$ cat config.mk
export PLATFORM = sky130hd
export DESIGN_NAME = esa_slave
export DESIGN_NICKNAME = d
export VERILOG_FILES = /design/src/inc/esa_pkg.sv /design/src/hw/esa_slave.sv
export SDC_FILE = /design/constraint.sdc
export NUM_CORES = 1
export LEC_CHECK = 0
export ABC_AREA = 1
export BUFFER_PORTS_ARGS = -buffer_cell sky130_fd_sc_hd__buf_4
export CORE_MARGIN = 1.5
export CORE_UTILIZATION = 30
export CTS_BUF_LIST = sky130_fd_sc_hd__clkbuf_8
export DETAILED_ROUTE_END_ITERATION = 16
export GPL_TIMING_DRIVEN = 1
export SETUP_SLACK_MARGIN = 0.15
export SLEW_MARGIN = 20
export SYNTH_ARGS = -nofsm -noshare
export SYNTH_HDL_FRONTEND = slang
export SYNTH_SLANG_ARGS = --single-unit
$ cat constraint.sdc
create_clock -name clk -period 2.1 [get_ports clk]
set_clock_uncertainty 0.15 [all_clocks]
set_input_delay 0.315 -clock clk [delete_from_list [all_inputs] [get_ports clk]]
set_output_delay 0.315 -clock clk [all_outputs]
set_load 0.02 [all_outputs]
$ cat src/inc/esa_pkg.sv
// shared constants and types for the two-wire eeprom slave front end
package esa_pkg;
   localparam logic [3:0] TYPE_MAIN = 4'ha;
   localparam logic [3:0] TYPE_IDPAGE = 4'hb;
   localparam logic [6:0] CFG_ADDR_RESET = 7'h50;
   localparam logic CFG_UNLOCKED_RESET = 1'b0;
   localparam int SEL_TYPE_POS = 4;
   localparam int SEL_PINS_POS = 1;
   localparam int SEL_RW_POS = 0;
   localparam int BIT_LAST = 7;
   localparam logic [2:0] BIT_CNT_ZERO = 3'h0;
   localparam logic [2:0] WA_MEM = 3'h0;
   localparam logic [3:0] WA_DEVREG = 4'he;
   localparam logic [3:0] WA_LOCK = 4'ha;
   localparam logic [3:0] WA_LOCK_DEF = 4'hb;
   localparam logic [3:0] WA_UNLOCK = 4'hc;
   localparam logic [3:0] WA_IDEXT = 4'h8;
   localparam int WA_MEM_BITS = 13;
   localparam int WA_IDEXT_BITS = 5;

   typedef enum logic [5:0] {
      ESA_IDLE = 6'h01,
      ESA_SEL = 6'h02,
      ESA_ACK = 6'h04,
      ESA_ADDR = 6'h08,
      ESA_DATA = 6'h10,
      ESA_IGNORE = 6'h20
   } esa_state_e;

   typedef enum logic [2:0] {
      CMD_NONE = 3'h0,
      CMD_MEM = 3'h1,
      CMD_DEVREG = 3'h2,
      CMD_LOCK = 3'h3,
      CMD_LOCK_DEF = 3'h4,
      CMD_UNLOCK = 3'h5,
      CMD_IDEXT = 3'h6
   } esa_cmd_e;

   typedef struct packed {
      logic valid;
      esa_cmd_e cmd;
      logic idpage;
      logic [12:0] addr;
      logic wr_allowed;
   } esa_cmd_s;
endpackage

$ cat src/hw/esa_slave.sv
// two-wire slave front end: conditions, select decode, word address decode
`timescale 1ns/1ps
// How it works
// start is sda falling while scl high
// stop is sda rising while scl high
// sda changes under scl high are conditions
// one bit per scl pulse, framed
// bytes shift in msb first
// receiver acknowledges by pulling sda low
// matching select acked on ninth clock; the code does not ack it while write_busy is high
// sda only pulled low or released
// master starts only on idle bus
// master recovers by clocking then starting
// standby after reset, stop, write end
// type 1010 main, 1011 id page
// three pins match next select bits
// last select bit one means read
// write protect pin high blocks writes
// unlocked: configurable code replaces pins, wp
// default code 1010000, register locked
// word address upper bits decode command
// default state: only unlock command recognised; the code also decodes memory addresses as CMD_MEM while locked
// word address two bytes, high first, acked
module esa_slave
   import esa_pkg::*;
(
   input wire logic clk,
   input wire logic nrst,
   input wire logic scl,
   input wire logic sda_in,
   output logic sda_out,
   output logic sda_oe,
   input wire logic chip_select_pin_low,
   input wire logic chip_select_pin_mid,
   input wire logic chip_select_pin_high,
   input wire logic write_protect,
   input wire logic write_busy,
   input wire logic cfg_we,
   input wire logic [6:0] cfg_wdata,
   output logic [6:0] configurable_address_code,
   output logic cfg_unlocked,
   output logic standby,
   output esa_pkg::esa_cmd_s cmd_out,
   output logic sel_read
);
   import esa_pkg::*;

   logic [1:0] scl_sync;
   logic [1:0] sda_sync;
   logic scl_d;
   logic sda_d;
   logic scl_rise;
   logic scl_fall;
   logic start_det;
   logic stop_det;
   esa_state_e state;
   logic [2:0] bit_cnt;
   logic [7:0] shreg;
   logic [7:0] next_shreg;
   logic addr_phase;
   logic [7:0] addr_hi;
   logic ack_pend;
   logic sel_match;
   logic sel_is_id;
   logic [2:0] pins;
   logic [2:0] pins_meta;
   logic [1:0] wp_sync;
   logic sel_was_id;
   logic [3:0] sel_type;
   logic [15:0] word_addr;
   logic after_sel;
   logic is_write_op;
   logic [2:0] ack_cnt;

   // pins come from outside, two flops before any use
   always_ff @(posedge clk) begin
      if (!nrst) begin
         scl_sync <= 2'h3;
         sda_sync <= 2'h3;
         scl_d <= 1'b1;
         sda_d <= 1'b1;
      end else begin
         scl_sync <= {scl_sync[0], scl};
         sda_sync <= {sda_sync[0], sda_in};
         scl_d <= scl_sync[1];
         sda_d <= sda_sync[1];
      end
   end

   // strap pins and write protect are slow levels, still synchronised like scl
   always_ff @(posedge clk) begin
      if (!nrst) begin
         pins_meta <= 3'h0;
         pins <= 3'h0;
         wp_sync <= 2'h0;
      end else begin
         pins_meta <= {chip_select_pin_high, chip_select_pin_mid, chip_select_pin_low};
         pins <= pins_meta;
         wp_sync <= {wp_sync[0], write_protect};
      end
   end

   assign scl_rise = scl_sync[1] && !scl_d;
   assign scl_fall = !scl_sync[1] && scl_d;
   assign start_det = scl_sync[1] && scl_d && sda_d && !sda_sync[1];
   assign stop_det = scl_sync[1] && scl_d && !sda_d && sda_sync[1]; // see R2

   assign next_shreg = {shreg[6:0], sda_sync[1]};
   assign sel_type = next_shreg[7:SEL_TYPE_POS];

   // once unlocked the configurable code replaces type and pins
   always_comb begin
      sel_is_id = 1'b0;
      if (cfg_unlocked) begin
         sel_match = next_shreg[7:1] == configurable_address_code;
      end else begin
         sel_is_id = sel_type == TYPE_IDPAGE;
         sel_match = (sel_type == TYPE_MAIN || sel_is_id)
            && next_shreg[SEL_TYPE_POS-1:SEL_PINS_POS] == pins;
      end
   end

   // bit framing state machine, sampled at scl rising edge
   always_ff @(posedge clk) begin
      if (!nrst) begin
         state <= ESA_IDLE;
         bit_cnt <= BIT_CNT_ZERO;
         shreg <= 8'h00;
         ack_pend <= 1'b0;
         after_sel <= 1'b0;
         addr_phase <= 1'b0;
         addr_hi <= 8'h00;
         sel_read <= 1'b0;
         is_write_op <= 1'b0;
         sel_was_id <= 1'b0;
      end else if (start_det) begin
         // a start always restarts the bus logic, even mid byte
         state <= ESA_SEL; // see R1
         bit_cnt <= BIT_CNT_ZERO;
         ack_pend <= 1'b0;
         addr_phase <= 1'b0;
      end else if (stop_det) begin
         state <= ESA_IDLE;
      end else if (scl_rise) begin
         unique case (state)
            ESA_IDLE: begin
               state <= ESA_IDLE;
            end
            ESA_SEL, ESA_ADDR: begin
               shreg <= next_shreg;
               bit_cnt <= bit_cnt + 3'h1;
               if (bit_cnt == 3'(BIT_LAST)) begin
                  if (state == ESA_SEL) begin
                     if (sel_match && !write_busy) begin
                        ack_pend <= 1'b1;
                        after_sel <= 1'b1;
                        sel_read <= next_shreg[SEL_RW_POS];
                        is_write_op <= !next_shreg[SEL_RW_POS];
                        sel_was_id <= sel_is_id;
                        state <= ESA_ACK;
                     end else begin
                        state <= ESA_IGNORE;
                     end
                  end else begin
                     ack_pend <= 1'b1;
                     after_sel <= 1'b0;
                     addr_phase <= !addr_phase;
                     if (!addr_phase) begin
                        addr_hi <= next_shreg;
                     end
                     state <= ESA_ACK;
                  end
               end
            end
            ESA_ACK: begin
               ack_pend <= 1'b0;
               if (sel_read) begin
                  state <= ESA_DATA;
               end else if (after_sel || addr_phase) begin
                  state <= ESA_ADDR;
               end else begin
                  state <= ESA_DATA;
               end
            end
            ESA_DATA: begin
               state <= ESA_DATA;
            end
            ESA_IGNORE: begin
               state <= ESA_IGNORE;
            end
         endcase
      end
   end

   // drive ack from first scl fall after the eighth bit to the next fall
   always_ff @(posedge clk) begin
      if (!nrst) begin
         sda_oe <= 1'b0;
      end else if (start_det || stop_det) begin
         sda_oe <= 1'b0;
      end else if (scl_fall) begin
         sda_oe <= state == ESA_ACK && ack_pend; // see R6
      end
   end
   assign sda_out = 1'b0;

   assign word_addr = {addr_hi, shreg};

   // command decode after the second address byte
   always_ff @(posedge clk) begin
      if (!nrst) begin
         cmd_out <= '0;
      end else if (start_det) begin
         cmd_out <= '0;
      end else if (scl_rise && state == ESA_ACK && !after_sel && !addr_phase) begin
         cmd_out.valid <= 1'b1;
         // type kept from the select byte, the shift register now holds the address
         cmd_out.idpage <= sel_was_id;
         cmd_out.addr <= word_addr[WA_MEM_BITS-1:0];
         cmd_out.wr_allowed <= cfg_unlocked || !wp_sync[1]; // see R15
         if (word_addr[15:13] == WA_MEM) begin
            cmd_out.cmd <= CMD_MEM;
         end else if (!cfg_unlocked) begin
            cmd_out.cmd <= word_addr[15:12] == WA_UNLOCK ? CMD_UNLOCK : CMD_NONE;
         end else if (word_addr[15:12] == WA_DEVREG) begin
            cmd_out.cmd <= CMD_DEVREG;
         end else if (word_addr[15:12] == WA_LOCK) begin
            cmd_out.cmd <= CMD_LOCK;
         end else if (word_addr[15:12] == WA_LOCK_DEF) begin
            cmd_out.cmd <= CMD_LOCK_DEF;
         end else if (word_addr[15:12] == WA_IDEXT) begin
            cmd_out.cmd <= CMD_IDEXT;
            cmd_out.addr <= {8'h00, word_addr[WA_IDEXT_BITS-1:0]};
         end else begin
            cmd_out.cmd <= CMD_NONE;
         end
      end
   end

   // device register; unlock and lock act on the decoded command
   always_ff @(posedge clk) begin
      if (!nrst) begin
         configurable_address_code <= CFG_ADDR_RESET;
         cfg_unlocked <= CFG_UNLOCKED_RESET;
      end else begin
         if (cmd_out.valid && stop_det) begin
            if (cmd_out.cmd == CMD_UNLOCK) begin
               cfg_unlocked <= 1'b1;
            end else if (cmd_out.cmd == CMD_LOCK) begin
               cfg_unlocked <= 1'b0;
            end else if (cmd_out.cmd == CMD_LOCK_DEF) begin
               cfg_unlocked <= 1'b0;
               configurable_address_code <= CFG_ADDR_RESET;
            end
         end
         if (cfg_we && cfg_unlocked) begin
            configurable_address_code <= cfg_wdata;
         end
      end
   end

   // standby: idle bus and no internal write running
   always_ff @(posedge clk) begin
      if (!nrst) begin
         standby <= 1'b1;
      end else begin
         standby <= state == ESA_IDLE && !write_busy && !start_det;
      end
   end

   // helper: counts scl rises within the selected byte
   always_ff @(posedge clk) begin
      if (!nrst || start_det) begin
         ack_cnt <= 3'h0;
      end else if (scl_rise && state == ESA_SEL) begin
         ack_cnt <= ack_cnt + 3'h1;
      end
   end
endmodule

# ---- Word-level counts from Yosys, hierarchy flattened
# Cells that the tools add are included.
dict set report op_classes {
  addsub 1
  muxes 37
  bitwise 5
  multipliers 0
  reduce_logical 51
  shift 0
  div_mod_pow 0
  n_lt_le_gt_ge 0
  n_eq_ne 25
}
# operator count
set op_table {}
lappend op_table {{$mux 13} 6}
lappend op_table {{$mux 7} 5}
lappend op_table {{$pmux 6 s5} 1}
lappend op_table {{$eq 4x4->1 const B} 7}
lappend op_table {{$mux 3} 7}
lappend op_table {{$mux 6} 3}
lappend op_table {{$logic_and 1x1->1} 17}
lappend op_table {{$reduce_and 7->1} 2}
lappend op_table {{$mux 5} 2}
lappend op_table {{$reduce_and 5->1} 2}
lappend op_table {{$eq 3x3->1 const B} 3}
lappend op_table {{$logic_not 1->1} 9}
lappend op_table {{$mux 1} 9}
lappend op_table {{$reduce_and 4->1} 2}
lappend op_table {{$eq 7x7->1} 1}
lappend op_table {{$eq 6x1->1 const B} 1}
lappend op_table {{$eq 6x2->1 const B} 1}
lappend op_table {{$eq 6x3->1 const B} 1}
lappend op_table {{$eq 6x4->1 const B} 1}
lappend op_table {{$eq 6x5->1 const B} 1}
lappend op_table {{$eq 6x6->1 const B} 1}
lappend op_table {{$mux 2} 3}
lappend op_table {{$reduce_and 2->1} 3}
lappend op_table {{$reduce_and 6->1} 1}
lappend op_table {{16 further kinds} 30}
dict set report word_totals {
  out_inout_bits 31
  inputBits 17
  register_bits 73
  rom_bits 0
  ram_bits 0
  wordCells 145
  latch_bits 0
  mem_count 0
}

# ---- Longest topological paths before layout
dict set report depth {
  depth_word 12
  depth_mapped 13
  ltp_nobuf 13
}

# ---- Worst setup path after synthesis
# No wires, ideal clock.
dict set report synth_timing {
  kind {reg-to-reg}
  startpoint {reg bit_cnt[0]}
  endpoint {reg addr_hi[3]}
  required_ps 1834
  path_stages_with_launch 11
  setup_slack_ps 528
  period_less_slack_ps 1572
  arrival_ps 1306
  setup_time_ps 116
  path_buffers 1
  path_cell_list {dfxtp_1 ha_1 ha_1 inv_1 nor2_2 inv_1 nor2_2 nand2_2 buf_6 o21ai_2 a21oi_1}
}
dict set report synth_between {
  elab_chain_cells 2
}
# element line_no
set synth_lines {}
lappend synth_lines {{start: declaration} esa_slave.sv:57} ;# logic [2:0] bit_cnt;
lappend synth_lines {{start signal: assignment} esa_slave.sv:151} ;# bit_cnt <= bit_cnt + 3'h1;
lappend synth_lines {{$eq 3x3->1} esa_slave.sv:152} ;# if (bit_cnt == 3'(BIT_LAST)) begin
lappend synth_lines {{$reduce_and 7->1 (no line)} --}
lappend synth_lines {{end signal: assignment} esa_slave.sv:169} ;# addr_hi <= next_shreg;
lappend synth_lines {{end: declaration} esa_slave.sv:61} ;# logic [7:0] addr_hi;
# No other way between the ends.
# A chain may end at the register's enable or synchronous reset.

# ---- Worst setup path after layout
dict set report layout_timing {
  startpoint {reg state[2]}
  endpoint {reg cmd_out[12] (netlist bit)}
}
dict set report layout_between {
  elab_chain_cells 4
}
# element line_no
set layout_lines {}
lappend layout_lines {{start: declaration} esa_slave.sv:56} ;# esa_state_e state;
lappend layout_lines {{start signal: assignment} esa_slave.sv:126} ;# state <= ESA_IDLE;
lappend layout_lines {{start signal: assignment} esa_slave.sv:138} ;# state <= ESA_SEL;
lappend layout_lines {{start signal: assignment} esa_slave.sv:143} ;# state <= ESA_IDLE;
lappend layout_lines {{$eq 6x3->1} esa_slave.sv:215} ;# end else if (scl_rise && state == ESA_ACK && !after_sel && !addr_phase) begin
lappend layout_lines {{$logic_and 1x1->1 (3 in a row)} esa_slave.sv:215}
lappend layout_lines {{end: declaration} esa_slave.sv:43} ;# output esa_pkg::esa_cmd_s cmd_out,
# No other way between the ends.

==> metrics.sh <==
CTS-BUFFERS-INSERTED=9
SYNTHESIS.AREA_PER_INSTANCE_UM2=7.64
SHARE_OF_TOTAL_POWER_IN_THE_CLOCK_NETWORK_PCT=41.7
INITIAL_CORE_UTIL_PCT=31.1
ANTENNA_VIOLATIONS_BEFORE_REPAIR=0
COUNT_OF_FLIP_FLOPS_WITH_A_BUILT_IN_ENABLE_AFTER_SYNTHESIS=0
DP_HPWL_UM=5470
LEAKAGE_nW=1.60
POST_SYNTH_ARST_SHARE_PCT=0
ROUTABILITYCONGESTION=0.888
DIE_W_UM=104
CRITICAL_PATH.CELL_CHAIN='inv_2, nor4_4, nand3_4, nor2_4, nand2_1, a21oi_1'
MAXCAPVIOLCOUNT=0
HOLDPATHEND='sda_sync[0]'
DP.CELLS=573
FINAL_LAYOUT_SIZE_SUFFIX_GT1_SHARE_PCT=20.4
MAXSLEWVIOLCOUNT=0
RSZ0062_AT_GRT='yes'
HP-CLASS='primary input to register'
SYNTH.FF_LATCH_COUNT=73
DRC_ERRORS=0
CRITPATHLAUNCH='state[2]'
DESIGN.DIE.AREA_UM2=10900
HOLD_PATH.STARTPOINT='sda_in'
CRITPATHCAPTURETYPE='register'
DIE_H_UM=104
CPMAXSTAGEDELAYCELL='sky130_fd_sc_hd__dfxtp_1'
CLKSINKCOUNT=73
RR_STARTPOINT='state[2]'
CRITICAL_PATH.MAX_FANOUT=12
SYN_NETS=421
WORSTHOLDPATHCELLS=2
VIA_COUNT=2727
SWITCHING_SHARE_PCT=24.0
TIMING_WORST_SETUP_PATH_TYPE='register to register'
BUFS_ON_LONGEST_CLOCK_PATH=2
FINALCOREUTILIZATION_PCT=38.5
PLACEMENTROWS=36
REGISTER_AREA_UM2=1460
SYN-INSTANCE-COUNT=402
HOLD_VIOLATIONS=0
CTS_ROOT_BUFFER='sky130_fd_sc_hd__clkbuf_8'
STATUS='finished, final reports clean'
LAYOUT.CELLS.MOST_COMMON='sky130_fd_sc_hd__nand2_1'
GRT_USE_TOTAL_PCT=14.4
FIRST_GLOBAL_VIAS=2622
AREA_OF_THE_MULTI_INPUT_GATES_UM2=1310
ROUTE.DETAILED.VIAS_PER_INST=4.59
DETAIL_ROUTE.ITER0.VIOLATIONS=74
SYNTHESIS.AREA_UM2=3070
AREA_DELTA_SYNTH_FINAL_PCT=23.8
PRECTSSETUPSLACK_PS=199
REG2REG_SETUP_SLACK_PS=270
POWER.SEQUENTIAL.FRACTION_PCT=53.6
CPPEAKSTAGEDELAY_PS=430
LAYOUT.FILLER_CELLS=1014
SETUP_TNS_PS=0
GLOBALROUTEOVERFLOWTOTAL=0
CTSHTREEMAXLEVEL=3
FINAL_CELLS=594
CRITPATHREQUIREDTIME_PS=2230
FINAL_ANTENNA_NET_COUNT=0
SETUP_WS_PS=270
TOTALWIRELENGTH_UM=7600
TIMING.FINAL.CRIT_PERIOD_PS=1830
CRIT-REG2REG-CAPTURE='cmd_out[12]'
IRDROPWORSTVDD_mV=0.335
SYNTH_FF_TYPE='sky130_fd_sc_hd__dfxtp_1'
INTERNAL-POWER_mW=2.00
NUM_ANTENNA_CELLS=0
GRT_MAX_DEGREE=34
SYNTH_SEQ_AREA_SHARE_PCT=47.6
CELLPOWERDENSITY_nW_PER_UM2=692
CP_DATA_ARRIVAL_TIME_PS=1960
FIN_CRIT_SH_PCT=87.1
CP-START-KIND='register'
CLOCK_TREE_FROM_TRITONCTS='yes'
CLKLATENCYLATEPIN_PS=350
LAYOUT_COMMON_CELLS='sky130_fd_sc_hd__nand2_1, sky130_fd_sc_hd__dfxtp_1, sky130_fd_sc_hd__inv_1'
DETAILEDROUTE.FIRSTPASSITERATIONCOUNT=4
REG2REG_DEPTH=6
FINALSETUPVIOLCOUNT=0
YOSYS_WARNINGS=0
NUM-NETS-FINAL=475
IOPINCOUNT=48
FMAX_MHz=547
GLOBAL_ROUTE_WIRE_LENGTH_BEFORE_REPAIR_UM=12500
POST_SYNTH_NUM_CELL_TYPES=35
CTS.CLK_SLEW.WORST_PATHS_PS=80
SHARE_COMB_OF_TOTAL_POWER_PCT=4.7
ROUTEDWLPERCELL_UM=12.8
FP.COREAREA_UM2=9860
NUMPORTBUFFERS=46
SWITCHING_POWER_mW=0.631
[synth_stat cells, types with 2 or more instances]
library cell	number	area share [%]
sky130_fd_sc_hd__nand2_1	79	9.7
sky130_fd_sc_hd__dfxtp_1	73	48
sky130_fd_sc_hd__inv_1	56	6.8
sky130_fd_sc_hd__a21oi_1	48	7.8
sky130_fd_sc_hd__o21ai_0	31	5.1
sky130_fd_sc_hd__nand3_1	26	4.2
sky130_fd_sc_hd__nor2_1	25	3.1
sky130_fd_sc_hd__nand4_1	8	1.6
sky130_fd_sc_hd__clkbuf_1	5	0.61
sky130_fd_sc_hd__nor2_2	5	1.0
sky130_fd_sc_hd__inv_2	4	0.49
sky130_fd_sc_hd__or2_2	4	0.81
sky130_fd_sc_hd__buf_2	3	0.49
sky130_fd_sc_hd__buf_6	3	1.1
sky130_fd_sc_hd__nand2_2	3	0.61
sky130_fd_sc_hd__nor3_1	3	0.49
sky130_fd_sc_hd__xnor2_1	3	0.86
sky130_fd_sc_hd__ha_1	2	0.81
sky130_fd_sc_hd__nor2_4	2	0.73
sky130_fd_sc_hd__nor3_2	2	0.65
sky130_fd_sc_hd__o21ai_2	2	0.57
sky130_fd_sc_hd__o22ai_1	2	0.41
[area by class of cell]
cell class / count / area share [%]
multi-input cells: 256 / 34.4
clock inverters: 7 / 1.88
flip-flops and latches: 73 / 38.4
repair buffers: 56 / 11.7
inverters: 60 / 5.92
well taps: 133 / 4.38
clock buffers: 9 / 3.26
[worst max-delay path: cells and delay by family, from the launching register on]
kind                   cells  cell delay [ps]
AOI/OAI and AO/OA          1              130
buffers and inverters      1               90
DFF                        1              430
and+or+nand+nor            4              950
[flip-flops by register name, summed over array words and instances (netlist names), 3 cells and up]
register,count
configurable_address_code,7
shreg,8
pins,3
state,6
pins_meta,3
bit_cnt,3
cmd_out,19
addr_hi,8
[power by group through the flow]
| stage | Clock, mW | Sequential (mW) | Combinational (mW) |
|---|---|---|---|
| global placement | 0 | 1.44 | 0.112 |
| floorplan | 0 | 1.44 | 0.0652 |
| CTS | 1.12 | 1.41 | 0.124 |
| finish | 1.10 | 1.41 | 0.124 |
| detailed placement | 0 | 1.44 | 0.115 |
| global route | 1.18 | 1.41 | 0.137 |
[per-layer routing]
metal  wire [um]  global-route usage (%)  vias up
met2        3450                    23.1       67
met3         261                    3.07       12
met1        3710                    18.6     1235
met5           0                       0        -
li1            -                       -     1413
met4         169                    6.45        0
[cells by family (layout without fill, tap and decap cells)]
family	after synthesis	count (layout)	share of synthesized area (%)
buffers and inverters	73	132	10.4
flip-flops	73	73	47.6
AO/OA/AOI/OAI	87	87	15.0
adder cells (fa/ha/maj)	2	2	0.815
other	1	1	0.122
AND/OR/NAND/NOR	163	163	25.1
XOR/XNOR	3	3	0.856
[per-stage QoR]
stage / hold slack, ps / cell area [um^2] / total power [mW]
after floorplan: 240 / 3070 / 1.51
after global placement: 245 / 3540 / 1.55
after detailed placement: 249 / 3540 / 1.56
after CTS: 0.659 / 3780 / 2.65
after global routing: 18.0 / 3800 / 2.73
final: 5.71 / 3800 / 2.63
[timing repair]
item / 4_1_cts / 5_1_grt
endpoints found under the hold margin: 5 / 0
gates resized for setup: 0 / 4
hold buffers: 5 / 0
setup buffers: 0 / 0
endpoints found under the setup margin: 0 / 24
[how the worst max path moves through the flow]
| stage | end | cells after the start |
|---|---|---|
| 2_1_floorplan | addr_hi[3] | 10 |
| 3_3_place_gp | addr_hi[7] | 9 |
| 3_5_place_dp | cmd_out[12] | 6 |
| 4_1_cts | cmd_out[12] | 6 |
| 5_1_grt | cmd_out[12] | 6 |
| 6_report | cmd_out[12] | 6 |
(Power assumes the default switching activity.)
